[src/shared/occr_pkg.sv]
// Package for the output channel configuration register bank
// Contract
// - Channel powerdown bit disables that channel's mux/divider
// - Pair bits disable channels 0/1 or 2/3
// - Bit 6 powers down CMOS channel
// - Format field decodes off/diff/HCSL/CMOS
// - Mode-one picks tail current in differential
// - Mode-one controls positive pin in CMOS
// - Mode-two picks HCSL load or negative pin
// - Shared divider ratio is field plus one
package occr_pkg;

  // ----------------------------------------------------------------
  // Register indices (byte address is four times the index)
  // ----------------------------------------------------------------
  localparam logic [7:0] OCCR_IDX_CHANNEL_POWERDOWN   = 8'h1E;
  localparam logic [7:0] OCCR_IDX_CTL0   = 8'h1F;
  localparam logic [7:0] OCCR_IDX_CTL1   = 8'h20;
  localparam logic [7:0] OCCR_IDX_DIV01  = 8'h21;
  localparam logic [7:0] OCCR_IDX_CTL2   = 8'h22;
  localparam logic [7:0] OCCR_IDX_CTL3   = 8'h23;
  localparam logic [7:0] OCCR_IDX_NVCTL  = 8'h24;

  // ----------------------------------------------------------------
  // Field positions
  // ----------------------------------------------------------------
  localparam int OCCR_BIT_CMOS_OFF  = 6;
  localparam int OCCR_BIT_CH7_OFF   = 5;
  localparam int OCCR_BIT_CH6_OFF   = 4;
  localparam int OCCR_BIT_CH5_OFF   = 3;
  localparam int OCCR_BIT_CH4_OFF   = 2;
  localparam int OCCR_BIT_PAIR23    = 1;
  localparam int OCCR_BIT_PAIR01    = 0;
  localparam int OCCR_FMT_HI        = 6;
  localparam int OCCR_FMT_LO        = 5;
  localparam int OCCR_M1_HI         = 4;
  localparam int OCCR_M1_LO         = 3;
  localparam int OCCR_M2_HI         = 2;
  localparam int OCCR_M2_LO         = 1;
  localparam int OCCR_BIT_RSV7      = 7;
  localparam int OCCR_BIT_NV_LOAD   = 0;

  // ----------------------------------------------------------------
  // Writable masks and reset values
  // ----------------------------------------------------------------
  localparam logic [7:0] OCCR_MASK_CHANNEL_POWERDOWN  = 8'h7F;
  localparam logic [7:0] OCCR_MASK_CTLR  = 8'hFE;
  localparam logic [7:0] OCCR_MASK_CTL   = 8'h7E;
  localparam logic [7:0] OCCR_MASK_DIV   = 8'hFF;
  localparam logic [7:0] OCCR_RST_CHANNEL_POWERDOWN   = 8'h00;
  localparam logic [7:0] OCCR_RST_CTLR   = 8'hB0;
  localparam logic [7:0] OCCR_RST_CTL    = 8'h30;
  localparam logic [7:0] OCCR_RST_DIV01  = 8'h01;

  // ----------------------------------------------------------------
  // Encodings
  // ----------------------------------------------------------------
  typedef enum logic [1:0] {
    OCCR_FMT_OFF  = 2'h0,
    OCCR_FMT_DIFF = 2'h1,
    OCCR_FMT_HCSL = 2'h2,
    OCCR_FMT_CMOS = 2'h3
  } occr_fmt_t;

  localparam logic [1:0] OCCR_PIN_TRI  = 2'h0;
  localparam logic [1:0] OCCR_PIN_LOW  = 2'h1;
  localparam logic [1:0] OCCR_PIN_INV  = 2'h2;
  localparam logic [1:0] OCCR_PIN_TRUE = 2'h3;

  localparam logic [4:0] OCCR_MA_4  = 5'h04;
  localparam logic [4:0] OCCR_MA_6  = 5'h06;
  localparam logic [4:0] OCCR_MA_8  = 5'h08;
  localparam logic [4:0] OCCR_MA_16 = 5'h10;

endpackage

[src/design/occr_chan_decode.sv]
// Per-channel driver decode for one output control register
`timescale 1ns/1ps
module occr_chan_decode
  import occr_pkg::*;
(
  input  wire logic [7:0] ctl_i,
  output logic      [1:0] fmt_o,
  output logic      [4:0] tail_ma_o,
  output logic      [1:0] hcsl_load_o,
  output logic            drv_en_o,
  output logic      [1:0] pos_pin_o,
  output logic      [1:0] neg_pin_o
);

  // ------------------------------------------------------------
  // Field decode
  // ------------------------------------------------------------
  logic [1:0] m1;
  logic [1:0] m2;
  logic       is_cmos;
  logic       is_diff;
  assign fmt_o    = ctl_i[OCCR_FMT_HI:OCCR_FMT_LO];
  assign m1       = ctl_i[OCCR_M1_HI:OCCR_M1_LO];
  assign m2       = ctl_i[OCCR_M2_HI:OCCR_M2_LO];
  assign drv_en_o = (fmt_o != OCCR_FMT_OFF);
  assign is_cmos  = (fmt_o == OCCR_FMT_CMOS);
  assign is_diff  = (fmt_o == OCCR_FMT_DIFF) || (fmt_o == OCCR_FMT_HCSL);

  // Tail current; code 3 depends on HCSL versus LVPECL
  always_comb begin
    tail_ma_o = 5'h00;
    if (is_diff) begin
      unique case (m1)
        2'h0: tail_ma_o = OCCR_MA_4;
        2'h1: tail_ma_o = OCCR_MA_6;
        2'h2: tail_ma_o = OCCR_MA_8;
        2'h3: tail_ma_o = (fmt_o == OCCR_FMT_HCSL) ? OCCR_MA_16 : OCCR_MA_8;
      endcase
    end
  end

  // Load control means something in both differential formats, pin controls only in CMOS
  assign hcsl_load_o = is_diff ? m2 : OCCR_PIN_TRI;
  assign pos_pin_o   = is_cmos ? m1 : OCCR_PIN_TRI;
  assign neg_pin_o   = is_cmos ? m2 : OCCR_PIN_TRI;

endmodule // occr_chan_decode

[src/design/occr_regs.sv]
// Output channel configuration register bank with classic Wishbone slave
`timescale 1ns/1ps
module occr_regs
  import occr_pkg::*;
(
  input  wire logic        clk_i,
  input  wire logic        rst_i,
  // Wishbone classic slave
  input  wire logic        cyc_i,
  input  wire logic        stb_i,
  input  wire logic        we_i,
  input  wire logic [31:0] adr_i,
  input  wire logic [3:0]  sel_i,
  input  wire logic [31:0] dat_i,
  output logic      [31:0] dat_o,
  output logic             ack_o,
  output logic             err_o,
  // Nonvolatile image, presented with a one-cycle load pulse
  input  wire logic        nv_load_i,
  input  wire logic [7:0]  nv_channel_powerdown_i,
  input  wire logic [7:0]  nv_ctl0_i,
  input  wire logic [7:0]  nv_ctl1_i,
  input  wire logic [7:0]  nv_div01_i,
  input  wire logic [7:0]  nv_ctl2_i,
  input  wire logic [7:0]  nv_ctl3_i,
  // Gating of channel mux and divider
  output logic             cmos_channel_off_o,
  output logic             chan7_off_o,
  output logic             chan6_off_o,
  output logic             chan5_off_o,
  output logic             chan4_off_o,
  output logic      [3:0]  chan_mux_off_o,
  output logic             div01_off_o,
  output logic             div23_off_o,
  output logic      [8:0]  div01_ratio_o,
  // Per channel driver settings, channel n in slice n
  output logic      [7:0]  fmt_o,
  output logic      [3:0]  drv_en_o,
  output logic      [19:0] tail_ma_o,
  output logic      [7:0]  hcsl_load_o,
  output logic      [7:0]  pos_pin_o,
  output logic      [7:0]  neg_pin_o
);

  // ------------------------------------------------------------
  // Storage
  // ------------------------------------------------------------
  logic [7:0] channel_powerdown;
  logic [7:0] output0_control;
  logic [7:0] output1_control;
  logic [7:0] output01_divider;
  logic [7:0] output2_control;
  logic [7:0] output3_control;
  logic       nv_reloaded;

  // ------------------------------------------------------------
  // Bus decode
  // ------------------------------------------------------------
  // Index is the word address; low two bits must be zero
  function automatic logic hit(input logic [31:0] a, input logic [7:0] idx);
    hit = (a[1:0] == 2'h0) && (a[31:2] == {22'h0, idx});
  endfunction

  // Masked byte-lane merge; reserved bits stay zero
  function automatic logic [7:0] merge(input logic [7:0] old_v, input logic [7:0] wr_v,
                                       input logic [7:0] mask);
    merge = (wr_v & mask) | (old_v & ~mask);
  endfunction

  logic       req;
  logic       lane0;
  logic       hit_channel_powerdown;
  logic       hit_ctl0;
  logic       hit_ctl1;
  logic       hit_div;
  logic       hit_ctl2;
  logic       hit_ctl3;
  logic       hit_nv;
  logic       hit_any;
  logic       wr_en;
  logic       wr_ok;
  logic [7:0] wdat;
  logic [7:0] rdat;

  // Answer one cycle after the request; ack drops the next cycle
  assign req      = cyc_i && stb_i && !ack_o && !err_o;
  assign lane0    = sel_i[0];
  assign wdat     = dat_i[7:0];
  assign hit_channel_powerdown = hit(adr_i, OCCR_IDX_CHANNEL_POWERDOWN);
  assign hit_ctl0 = hit(adr_i, OCCR_IDX_CTL0);
  assign hit_ctl1 = hit(adr_i, OCCR_IDX_CTL1);
  assign hit_div  = hit(adr_i, OCCR_IDX_DIV01);
  assign hit_ctl2 = hit(adr_i, OCCR_IDX_CTL2);
  assign hit_ctl3 = hit(adr_i, OCCR_IDX_CTL3);
  assign hit_nv   = hit(adr_i, OCCR_IDX_NVCTL);
  assign hit_any  = hit_channel_powerdown | hit_ctl0 | hit_ctl1 | hit_div | hit_ctl2 | hit_ctl3 | hit_nv;
  assign wr_en    = req && we_i && lane0;
  // Write lands on the same edge that raises ack, so the master sees it at its ack edge
  assign wr_ok    = wr_en && hit_any;

  // Read mux; unmapped words read zero but answer with err
  assign rdat = hit_channel_powerdown ? channel_powerdown :
                hit_ctl0 ? output0_control   :
                hit_ctl1 ? output1_control   :
                hit_div  ? output01_divider  :
                hit_ctl2 ? output2_control   :
                hit_ctl3 ? output3_control   :
                hit_nv   ? {7'h00, nv_reloaded} : 8'h00;

  // ------------------------------------------------------------
  // Bus handshake
  // ------------------------------------------------------------
  always_ff @(posedge clk_i) begin
    if (rst_i) begin
      ack_o <= 1'b0;
      err_o <= 1'b0;
      dat_o <= 32'h0000_0000;
    end else begin
      ack_o <= req && hit_any;
      err_o <= req && !hit_any;
      dat_o <= req ? {24'h000000, rdat} : 32'h0000_0000;
    end
  end

  // ------------------------------------------------------------
  // Register file; a nonvolatile reload outranks a bus write
  // ------------------------------------------------------------
  always_ff @(posedge clk_i) begin
    if (rst_i) begin
      channel_powerdown <= OCCR_RST_CHANNEL_POWERDOWN;
      output0_control   <= OCCR_RST_CTLR;
      output1_control   <= OCCR_RST_CTL;
      output01_divider  <= OCCR_RST_DIV01;
      output2_control   <= OCCR_RST_CTLR;
      output3_control   <= OCCR_RST_CTL;
    end else if (nv_load_i) begin
      channel_powerdown <= nv_channel_powerdown_i & OCCR_MASK_CHANNEL_POWERDOWN;
      output0_control   <= nv_ctl0_i & OCCR_MASK_CTLR;
      output1_control   <= nv_ctl1_i & OCCR_MASK_CTL;
      output01_divider  <= nv_div01_i;
      output2_control   <= nv_ctl2_i & OCCR_MASK_CTLR;
      output3_control   <= nv_ctl3_i & OCCR_MASK_CTL;
    end else if (wr_ok) begin
      if (hit_channel_powerdown) begin
        channel_powerdown <= merge(channel_powerdown, wdat, OCCR_MASK_CHANNEL_POWERDOWN);
      end
      if (hit_ctl0) begin
        output0_control <= merge(output0_control, wdat, OCCR_MASK_CTLR);
      end
      if (hit_ctl1) begin
        output1_control <= merge(output1_control, wdat, OCCR_MASK_CTL);
      end
      if (hit_div) begin
        output01_divider <= merge(output01_divider, wdat, OCCR_MASK_DIV);
      end
      if (hit_ctl2) begin
        output2_control <= merge(output2_control, wdat, OCCR_MASK_CTLR);
      end
      if (hit_ctl3) begin
        output3_control <= merge(output3_control, wdat, OCCR_MASK_CTL);
      end
    end
  end

  // Sticky reload flag: a reload in the clearing cycle wins
  always_ff @(posedge clk_i) begin
    if (rst_i) begin
      nv_reloaded <= 1'b0;
    end else if (nv_load_i) begin
      nv_reloaded <= 1'b1;
    end else if (wr_ok && hit_nv && wdat[OCCR_BIT_NV_LOAD]) begin
      nv_reloaded <= 1'b0;
    end
  end

  // ------------------------------------------------------------
  // Powerdown decode; driver buffers are not touched by these
  // ------------------------------------------------------------
  assign cmos_channel_off_o = channel_powerdown[OCCR_BIT_CMOS_OFF];
  assign chan7_off_o        = channel_powerdown[OCCR_BIT_CH7_OFF];
  assign chan6_off_o        = channel_powerdown[OCCR_BIT_CH6_OFF];
  assign chan5_off_o        = channel_powerdown[OCCR_BIT_CH5_OFF];
  assign chan4_off_o        = channel_powerdown[OCCR_BIT_CH4_OFF];
  assign div01_off_o        = channel_powerdown[OCCR_BIT_PAIR01];
  assign div23_off_o        = channel_powerdown[OCCR_BIT_PAIR23];
  assign chan_mux_off_o     = {{2{channel_powerdown[OCCR_BIT_PAIR23]}},
                               {2{channel_powerdown[OCCR_BIT_PAIR01]}}};

  // Ratio is field plus one, 1 to 256
  assign div01_ratio_o = {1'b0, output01_divider} + 9'h001;

  // ------------------------------------------------------------
  // Driver decode; software shuts a path fully with format 0
  // ------------------------------------------------------------
  logic [7:0] ctl_arr [4];
  assign ctl_arr[0] = output0_control;
  assign ctl_arr[1] = output1_control;
  assign ctl_arr[2] = output2_control;
  assign ctl_arr[3] = output3_control;

  for (genvar c = 0; c < 4; c++) begin : g_chan
    occr_chan_decode u_dec (
      .ctl_i       (ctl_arr[c]),
      .fmt_o       (fmt_o[2*c +: 2]),
      .tail_ma_o   (tail_ma_o[5*c +: 5]),
      .hcsl_load_o (hcsl_load_o[2*c +: 2]),
      .drv_en_o    (drv_en_o[c]),
      .pos_pin_o   (pos_pin_o[2*c +: 2]),
      .neg_pin_o   (neg_pin_o[2*c +: 2])
    );
  end

endmodule // occr_regs

[config.mk]
export PLATFORM = sky130hd
export DESIGN_NAME = occr_regs
export DESIGN_NICKNAME = d
export VERILOG_FILES = /design/src/shared/occr_pkg.sv /design/src/design/occr_chan_decode.sv /design/src/design/occr_regs.sv
export SDC_FILE = /design/constraint.sdc
export NUM_CORES = 1
export LEC_CHECK = 0
export BUFFER_PORTS_ARGS = -buffer_cell sky130_fd_sc_hd__clkbuf_2
export CORE_AREA = 2 2 129 131
export DETAILED_ROUTE_END_ITERATION = 12
export DIE_AREA = 0 0 131 133
export GPL_ROUTABILITY_DRIVEN = 0
export PLACE_DENSITY = 0.57
export SLEW_MARGIN = 20
export SYNTH_ARGS = -nofsm -noshare
export SYNTH_HDL_FRONTEND = slang
export SYNTH_SLANG_ARGS = --single-unit
[constraint.sdc]
create_clock -name clk_i -period 3.9 [get_ports clk_i]
set_input_delay 0.195 -clock clk_i [delete_from_list [all_inputs] [get_ports clk_i]]
set_output_delay 0.195 -clock clk_i [all_outputs]
set_load 0.01 [all_outputs]
==> impl_metrics.py, run 1 <==
metrics = {
    "run_status": {
        "outcome": "finished, final reports clean",
    },
    "sta": {
        "tightest_slew_ns": 0.916,
        "fin_skew_ns": 0.00506,
        "setup_violations": 0,
        "min_period_ns": 2.76,
        "drv_slew": 0,
        "hold_viol": 0,
        "fmax_ghz": 0.362,
        "setup-tns-final_ns": 0,
        "min_period_over_period_pct": 70.8,
        "rsz0062_at_grt": "false",
        "slew_headroom_pct": 38.9,
    },
    "clock_tree": {
        "clk_path_buf_depth": 2,
        "path_clk_slew_ns": 0.07,
        "root_buffer": "clkbuf_16",
        "hold_buffers": 0,
        "cts_tree": "yes",
        "cts_inserted_buffers": 5,
        "post-cts-setup-buffers": 0,
        "postCtsResizedCells": 0,
        "numClockSinks": 52,
        "worstSkewPairLatency_ns": 0.29,
        "cts_max_level": 2,
    },
    "logic_synthesis": {
        "ys_ff_latch": 52,
        "avgSynthCellArea_um2": 8.19,
        "synth_seq_area_share_pct": 26.3,
        "synth_edf_count": 0,
        "ys.flop_type": "dfxtp_1",
        "netlist_area_um2": 3950,
        "yosysUniqueCellTypes": 57,
        "yosysWarnings": 0,
        "synth_cells": 483,
        "async_flop_share_pct": 0,
    },
    "worst_setup_path": {
        "slowest_delay_ns": 0.84,
        "worstPathCellList": "nor4bb_1 > nand3_1 > nor4_4 > buf_4 > nor4_1 > a211oi_1",
        "worstPathMaxFanout": 10,
        "cp_slowest_cell": "nor4_4",
        "setup.worst_path.end_class": "flop",
        "cp.arrival_ns": 2.97,
        "cp-start-kind": "flop",
        "reg2reg_depth": 6,
        "worstPathRequired_ns": 4.11,
        "crit_type": "flop to flop",
    },
    "pwr": {
        "vdd_ir_drop_max_mv": 0.147,
        "power_density_nw_per_um2": 289,
        "power.static_leakage_nw": 2.14,
    },
    "layout": {
        "synthToLayoutAreaGrowth_pct": 23.5,
        "stdcell_area_um2": 4880,
        "final_util_pct": 30.2,
        "layout_commonest_cell": "clkbuf_2",
        "final_nets": 749,
        "layout_common_cells": "clkbuf_2 (169), dfxtp_1 (52), nor3_1 (43), nor2b_1 (29), nor2_1 (29)",
        "drive_gt1_share_pct": 33.8,
        "nFillCells": 1791,
        "n_antenna_cell": 0,
    },
    "floorplanning": {
        "die_h_um": 133,
        "rows": 47,
        "die_w_um": 131,
        "die-area_um2": 17400,
        "ios": 232,
        "start_util_pct": 24.4,
        "coreArea_um2": 16200,
    },
    "global_routing": {
        "grt_pass1_wl_um": 20700,
        "grt_max_degree": 52,
        "overflow": 0,
        "grt_usage_pct": 15.4,
        "grt_pass1_vias": 3606,
        "grt_antenna_before_repair": 0,
    },
    "placed_design": {
        "dp_hpwl_um": 10900,
        "place_area_um2": 4720,
        "io_buffers": 169,
    },
    "worst_hold_path": {
        "hold_path.class": "input port to flop",
        "whs_path_depth": 3,
    },
    "detailed_routing": {
        "vias": 3860,
        "drt-vias-per-instance": 4.62,
        "routed_wl_um": 13600,
        "ant_nets": 0,
        "wl_per_cell_um": 16.3,
        "dr.pass1.iters": 4,
        "drc": 0,
        "drt_iter0_markers": 195,
    },
    "run": {
        "maxCapViolCount": 0,
    },
}
==> per-stage QoR <==
stage	hold WS (ns)	power, mW	worst slack (ns)	cells
after floorplan	0.345	0.816	1.62	510
final	0.150	1.41	1.14	835
after global placement	0.448	0.922	0.985	827
after detailed placement	0.455	0.925	0.963	827
after CTS	0.148	1.43	1.10	835
after global routing	0.164	1.48	0.880	835
==> synthesized netlist by cell type, types with 3 or more instances <==
master	n	area share (%)
and4_1	3	0.66
nor4_1	13	2.1
nor2b_1	29	4.6
nand3_1	9	1.1
dfxtp_1	52	26
buf_4	46	8.7
inv_1	28	2.7
a211oi_1	9	1.7
nor3b_1	21	4.0
buf_2	8	1.0
buf_6	3	0.85
clkbuf_1	20	1.9
a2111oi_1	6	1.5
a2111oi_0	16	3.5
xnor2_1	3	0.66
and2_1	27	4.3
mux2_2	4	1.1
xor2_1	3	0.66
a2111oi_2	6	2.3
o21ai_0	6	0.76
nand2_1	20	1.9
a22o_1	5	1.1
and3_1	4	0.63
a211oi_2	3	0.95
nand4_1	4	0.63
nor2_1	29	2.8
nor4_4	3	1.6
nand2b_1	5	0.79
nor3_1	43	5.4
a21oi_1	10	1.3
ha_1	13	4.1
==> final cells by class <==
cell class	instances	area [um^2]	share of cell area, %
inverters	28	105	2.15
clock buffers	6	129	2.64
clock inverters	2	35.0	0.717
flip-flops and latches	52	1040	21.3
well taps	220	275	5.64
multi-input cells	352	2410	49.3
repair buffers	175	891	18.2
==> layer usage <==
layer / GRT usage (%) / share of wire (%) / up-vias
met1: 21.1 / 44 / 1762
li1: - / - / 1936
met4: 4.37 / 1.7 / 0
met2: 24.3 / 47 / 145
met5: 0 / 0 / -
met3: 3.44 / 7.0 / 17
==> worst paths after layout <==
check	end	from	slack, ns
max	output3_control[5]$_SDFFE_PP1P_	ack_o$_SDFF_PP0_	1.14
min	output01_divider[4]$_SDFFE_PP0P_	nv_div01_i[4]	0.15
max reg2reg	output3_control[5]$_SDFFE_PP1P_	ack_o$_SDFF_PP0_	1.14
min reg2reg	dat_o[0]$_SDFF_PP0_	nv_reloaded$_SDFFE_PP0P_	0.47
==> flip-flops by register name (all words and copies together), names as in the netlist <==
name	count
output1_control	6
channel_powerdown	7
nv_reloaded	1
output3_control	6
dat_o	8
ack_o	1
output0_control	7
output01_divider	8
output2_control	7
err_o	1
==> worst max-delay path, delay by kind of cell, from the launching register on <==
family                 cells  cell delay [ns]
AO/OA/AOI/OAI              1             0.23
buffers and inverters      1             0.25
flip-flops                 1             0.32
AND/OR/NAND/NOR            4             1.88
==> cells by family (layout without fill, tap and decap cells) <==
family | after synthesis | count (layout) | synth area share, %
other | 1 | 28 | 0.0948
muxes | 5 | 5 | 1.71
buffers and inverters | 106 | 211 | 15.3
and+or+nand+nor | 224 | 224 | 33.9
AOI/OAI and AO/OA | 76 | 76 | 17.2
xor gates and xnor gates | 6 | 6 | 1.33
DFF | 52 | 52 | 26.3
adders and majority gates | 13 | 13 | 4.11
==> power by group <==
part / internal (mW) / switching, mW / total [mW]
Sequential: 0.561 / 0.0483 / 0.609
Clock: 0.303 / 0.201 / 0.503
Combinational: 0.133 / 0.169 / 0.301
Power figures use the tool's default switching activity.
==> run 2, diff against run 1 <==
--- a/config.mk
+++ b/config.mk
@@ -10,7 +10,7 @@
 export DETAILED_ROUTE_END_ITERATION = 12
 export DIE_AREA = 0 0 131 133
 export GPL_ROUTABILITY_DRIVEN = 0
-export PLACE_DENSITY = 0.57
+export PLACE_DENSITY = 0.59
 export SLEW_MARGIN = 20
 export SYNTH_ARGS = -nofsm -noshare
 export SYNTH_HDL_FRONTEND = slang
==> constraint.sdc (replaced) <==
create_clock -name clk_i -period 2.5 [get_ports clk_i]
set_input_delay 0.125 -clock clk_i [delete_from_list [all_inputs] [get_ports clk_i]]
set_output_delay 0.125 -clock clk_i [all_outputs]
set_load 0.01 [all_outputs]
==> run 2 against run 1 <==
Net effect:
- critical endpoint is now output01_divider[7]$_SDFFE_PP0P_
- count of clock-buffer cells in the layout is 1 higher
- global-route usage decreased by 0.38 points
- largest power group unchanged
- critical path depth unchanged
- largest cell class unchanged
- via count is 3.3% higher
- sequential power rose by 56%
- register-to-register slack got worse by 0.85 ns
- final area up 2.6%
==> impl_metrics.py, run 2 (synthesized netlist as in run 1, its figures left out) <==
metrics = {
    "layout": {
        "n_antenna_cell": 0,
        "multiInputGateArea_um2": 2410,
        "drive_gt1_share_pct": 35.5,
        "nFillCells": 1761,
        "largestRegisters": "dat_o: 8 flops, output01_divider: 8 flops",
        "final_nets": 767,
        "final_util_pct": 31.0,
        "layout_common_cells": "clkbuf_2 (169), dfxtp_1 (52), nor3_1 (43), nor2b_1 (29), nor2_1 (29)",
        "area.sequential_um2": 1040,
        "layout_commonest_cell": "clkbuf_2",
        "synthToLayoutAreaGrowth_pct": 26.7,
    },
    "sta": {
        "min_period_ns": 2.21,
        "min_period_over_period_pct": 88.4,
        "setup_violations": 0,
        "slew_headroom_pct": 55.2,
        "tightest_slew_ns": 0.670,
        "setup-tns-final_ns": 0,
        "rsz0062_at_grt": "false",
        "fmax_ghz": 0.453,
        "drv_slew": 0,
        "hold_viol": 0,
        "fin_skew_ns": 0.0133,
    },
    "worst_setup_path": {
        "crit_family": "simple AND/OR/NAND/NOR gates",
        "cp.arrival_ns": 2.37,
        "crit_buf_inv": 1,
        "cp_slowest_cell": "a2111oi_0",
        "setup.worst_path.end_class": "flop",
        "crit_type": "flop to flop",
        "slowest_delay_ns": 0.40,
        "worstPathMaxFanout": 12,
        "worstPathCellList": "nor4bb_1 > buf_4 > and3_1 > nand4_2 > nor3b_1 > a2111oi_0",
        "worstPathRequired_ns": 2.67,
        "cp-start-kind": "flop",
    },
    "clock_tree": {
        "cts_max_level": 2,
        "cts_inserted_buffers": 5,
        "cts_tree": "yes",
        "path_clk_slew_ns": 0.08,
        "worstSkewPairLatency_ns": 0.29,
        "root_buffer": "clkbuf_16",
        "hold_buffers": 0,
        "post-cts-setup-buffers": 0,
        "numClockSinks": 52,
        "clk_path_buf_depth": 2,
        "postCtsResizedCells": 0,
    },
    "floorplanning": {
        "die_h_um": 133,
        "ios": 232,
        "die_w_um": 131,
        "rows": 47,
        "die-area_um2": 17400,
        "coreArea_um2": 16200,
        "start_util_pct": 24.4,
    },
    "global_routing": {
        "grt_antenna_before_repair": 0,
        "grt_pass1_wl_um": 20300,
        "grt_pass1_vias": 3572,
        "grt_max_degree": 36,
        "overflow": 0,
        "grt_usage_pct": 15.1,
    },
    "placed_design": {
        "io_buffers": 169,
        "dp_hpwl_um": 11100,
    },
    "detailed_routing": {
        "routed_wl_um": 13700,
        "drc": 0,
        "drt_iter0_markers": 231,
        "drt-vias-per-instance": 4.68,
        "ant_nets": 0,
        "wl_per_cell_um": 16.0,
        "vias": 3989,
        "dr.pass1.iters": 5,
    },
    "run": {
        "maxCapViolCount": 0,
    },
    "worst_hold_path": {
        "hold_path.class": "input port to flop",
    },
    "run_status": {
        "outcome": "finished, final reports clean",
    },
    "pwr": {
        "power_density_nw_per_um2": 425,
        "vdd_ir_drop_max_mv": 0.272,
        "power.static_leakage_nw": 2.22,
        "power.total_mw": 2.13,
    },
}
## run 2: where the power goes
| part | switching, mW | internal [mW] |
|---|---|---|
| sequential | 0.0747 | 0.874 |
| combinational | 0.269 | 0.216 |
| clock | 0.320 | 0.375 |
| total | 0.663 | 1.47 |
## run 2: metrics by stage
stage / hold slack, ns / worst slack, ns / instance area, um^2 / cells
2_1_floorplan: 0.275 / 0.289 / 4060 / 510
3_3_place_gp: 0.385 / 0.0814 / 4870 / 845
3_5_place_dp: 0.375 / 0.0241 / 4870 / 845
4_1_cts: 0.0669 / 0.269 / 5010 / 853
5_1_grt: 0.0859 / 0.0424 / 5010 / 853
6_report: 0.0685 / 0.291 / 5010 / 853
## run 2: layout make-up
| type | count | area share [%] |
|---|---|---|
| multi-input cells | 352 | 48.1 |
| clock buffers | 7 | 2.65 |
| inverters | 28 | 2.10 |
| clock inverters | 1 | 0.175 |
| flip-flops and latches | 52 | 20.8 |
| repair buffers | 193 | 20.7 |
| well taps | 220 | 5.50 |
## run 2: worst paths after layout
kind	startpoint	to	slack, ns	depth (start not counted)
setup / recovery	ack_o$_SDFF_PP0_	output01_divider[7]$_SDFFE_PP0P_	0.29	6
hold / removal	nv_div01_i[6]	output01_divider[6]$_SDFFE_PP0P_	0.07	3
setup reg to reg	ack_o$_SDFF_PP0_	output01_divider[7]$_SDFFE_PP0P_	0.29	6
hold reg to reg	nv_reloaded$_SDFFE_PP0P_	dat_o[0]$_SDFF_PP0_	0.46	2
## run 2: per-layer routing
layer / wire (um) / up-vias / part of all wire (%) / GRT usage, %
met5: 0 / - / 0 / 0
met4: 58 / 0 / 0.42 / 1.71
met1: 6240 / 1835 / 46 / 21.0
met3: 1030 / 5 / 7.6 / 3.07
met2: 6320 / 178 / 46 / 24.6
li1: - / 1971 / - / -
## run 2: tightest hold or removal path, cell delays in order
cell	delay, ns
clkbuf_2	0.08
inv_1	0.04
a2111oi_1	0.06
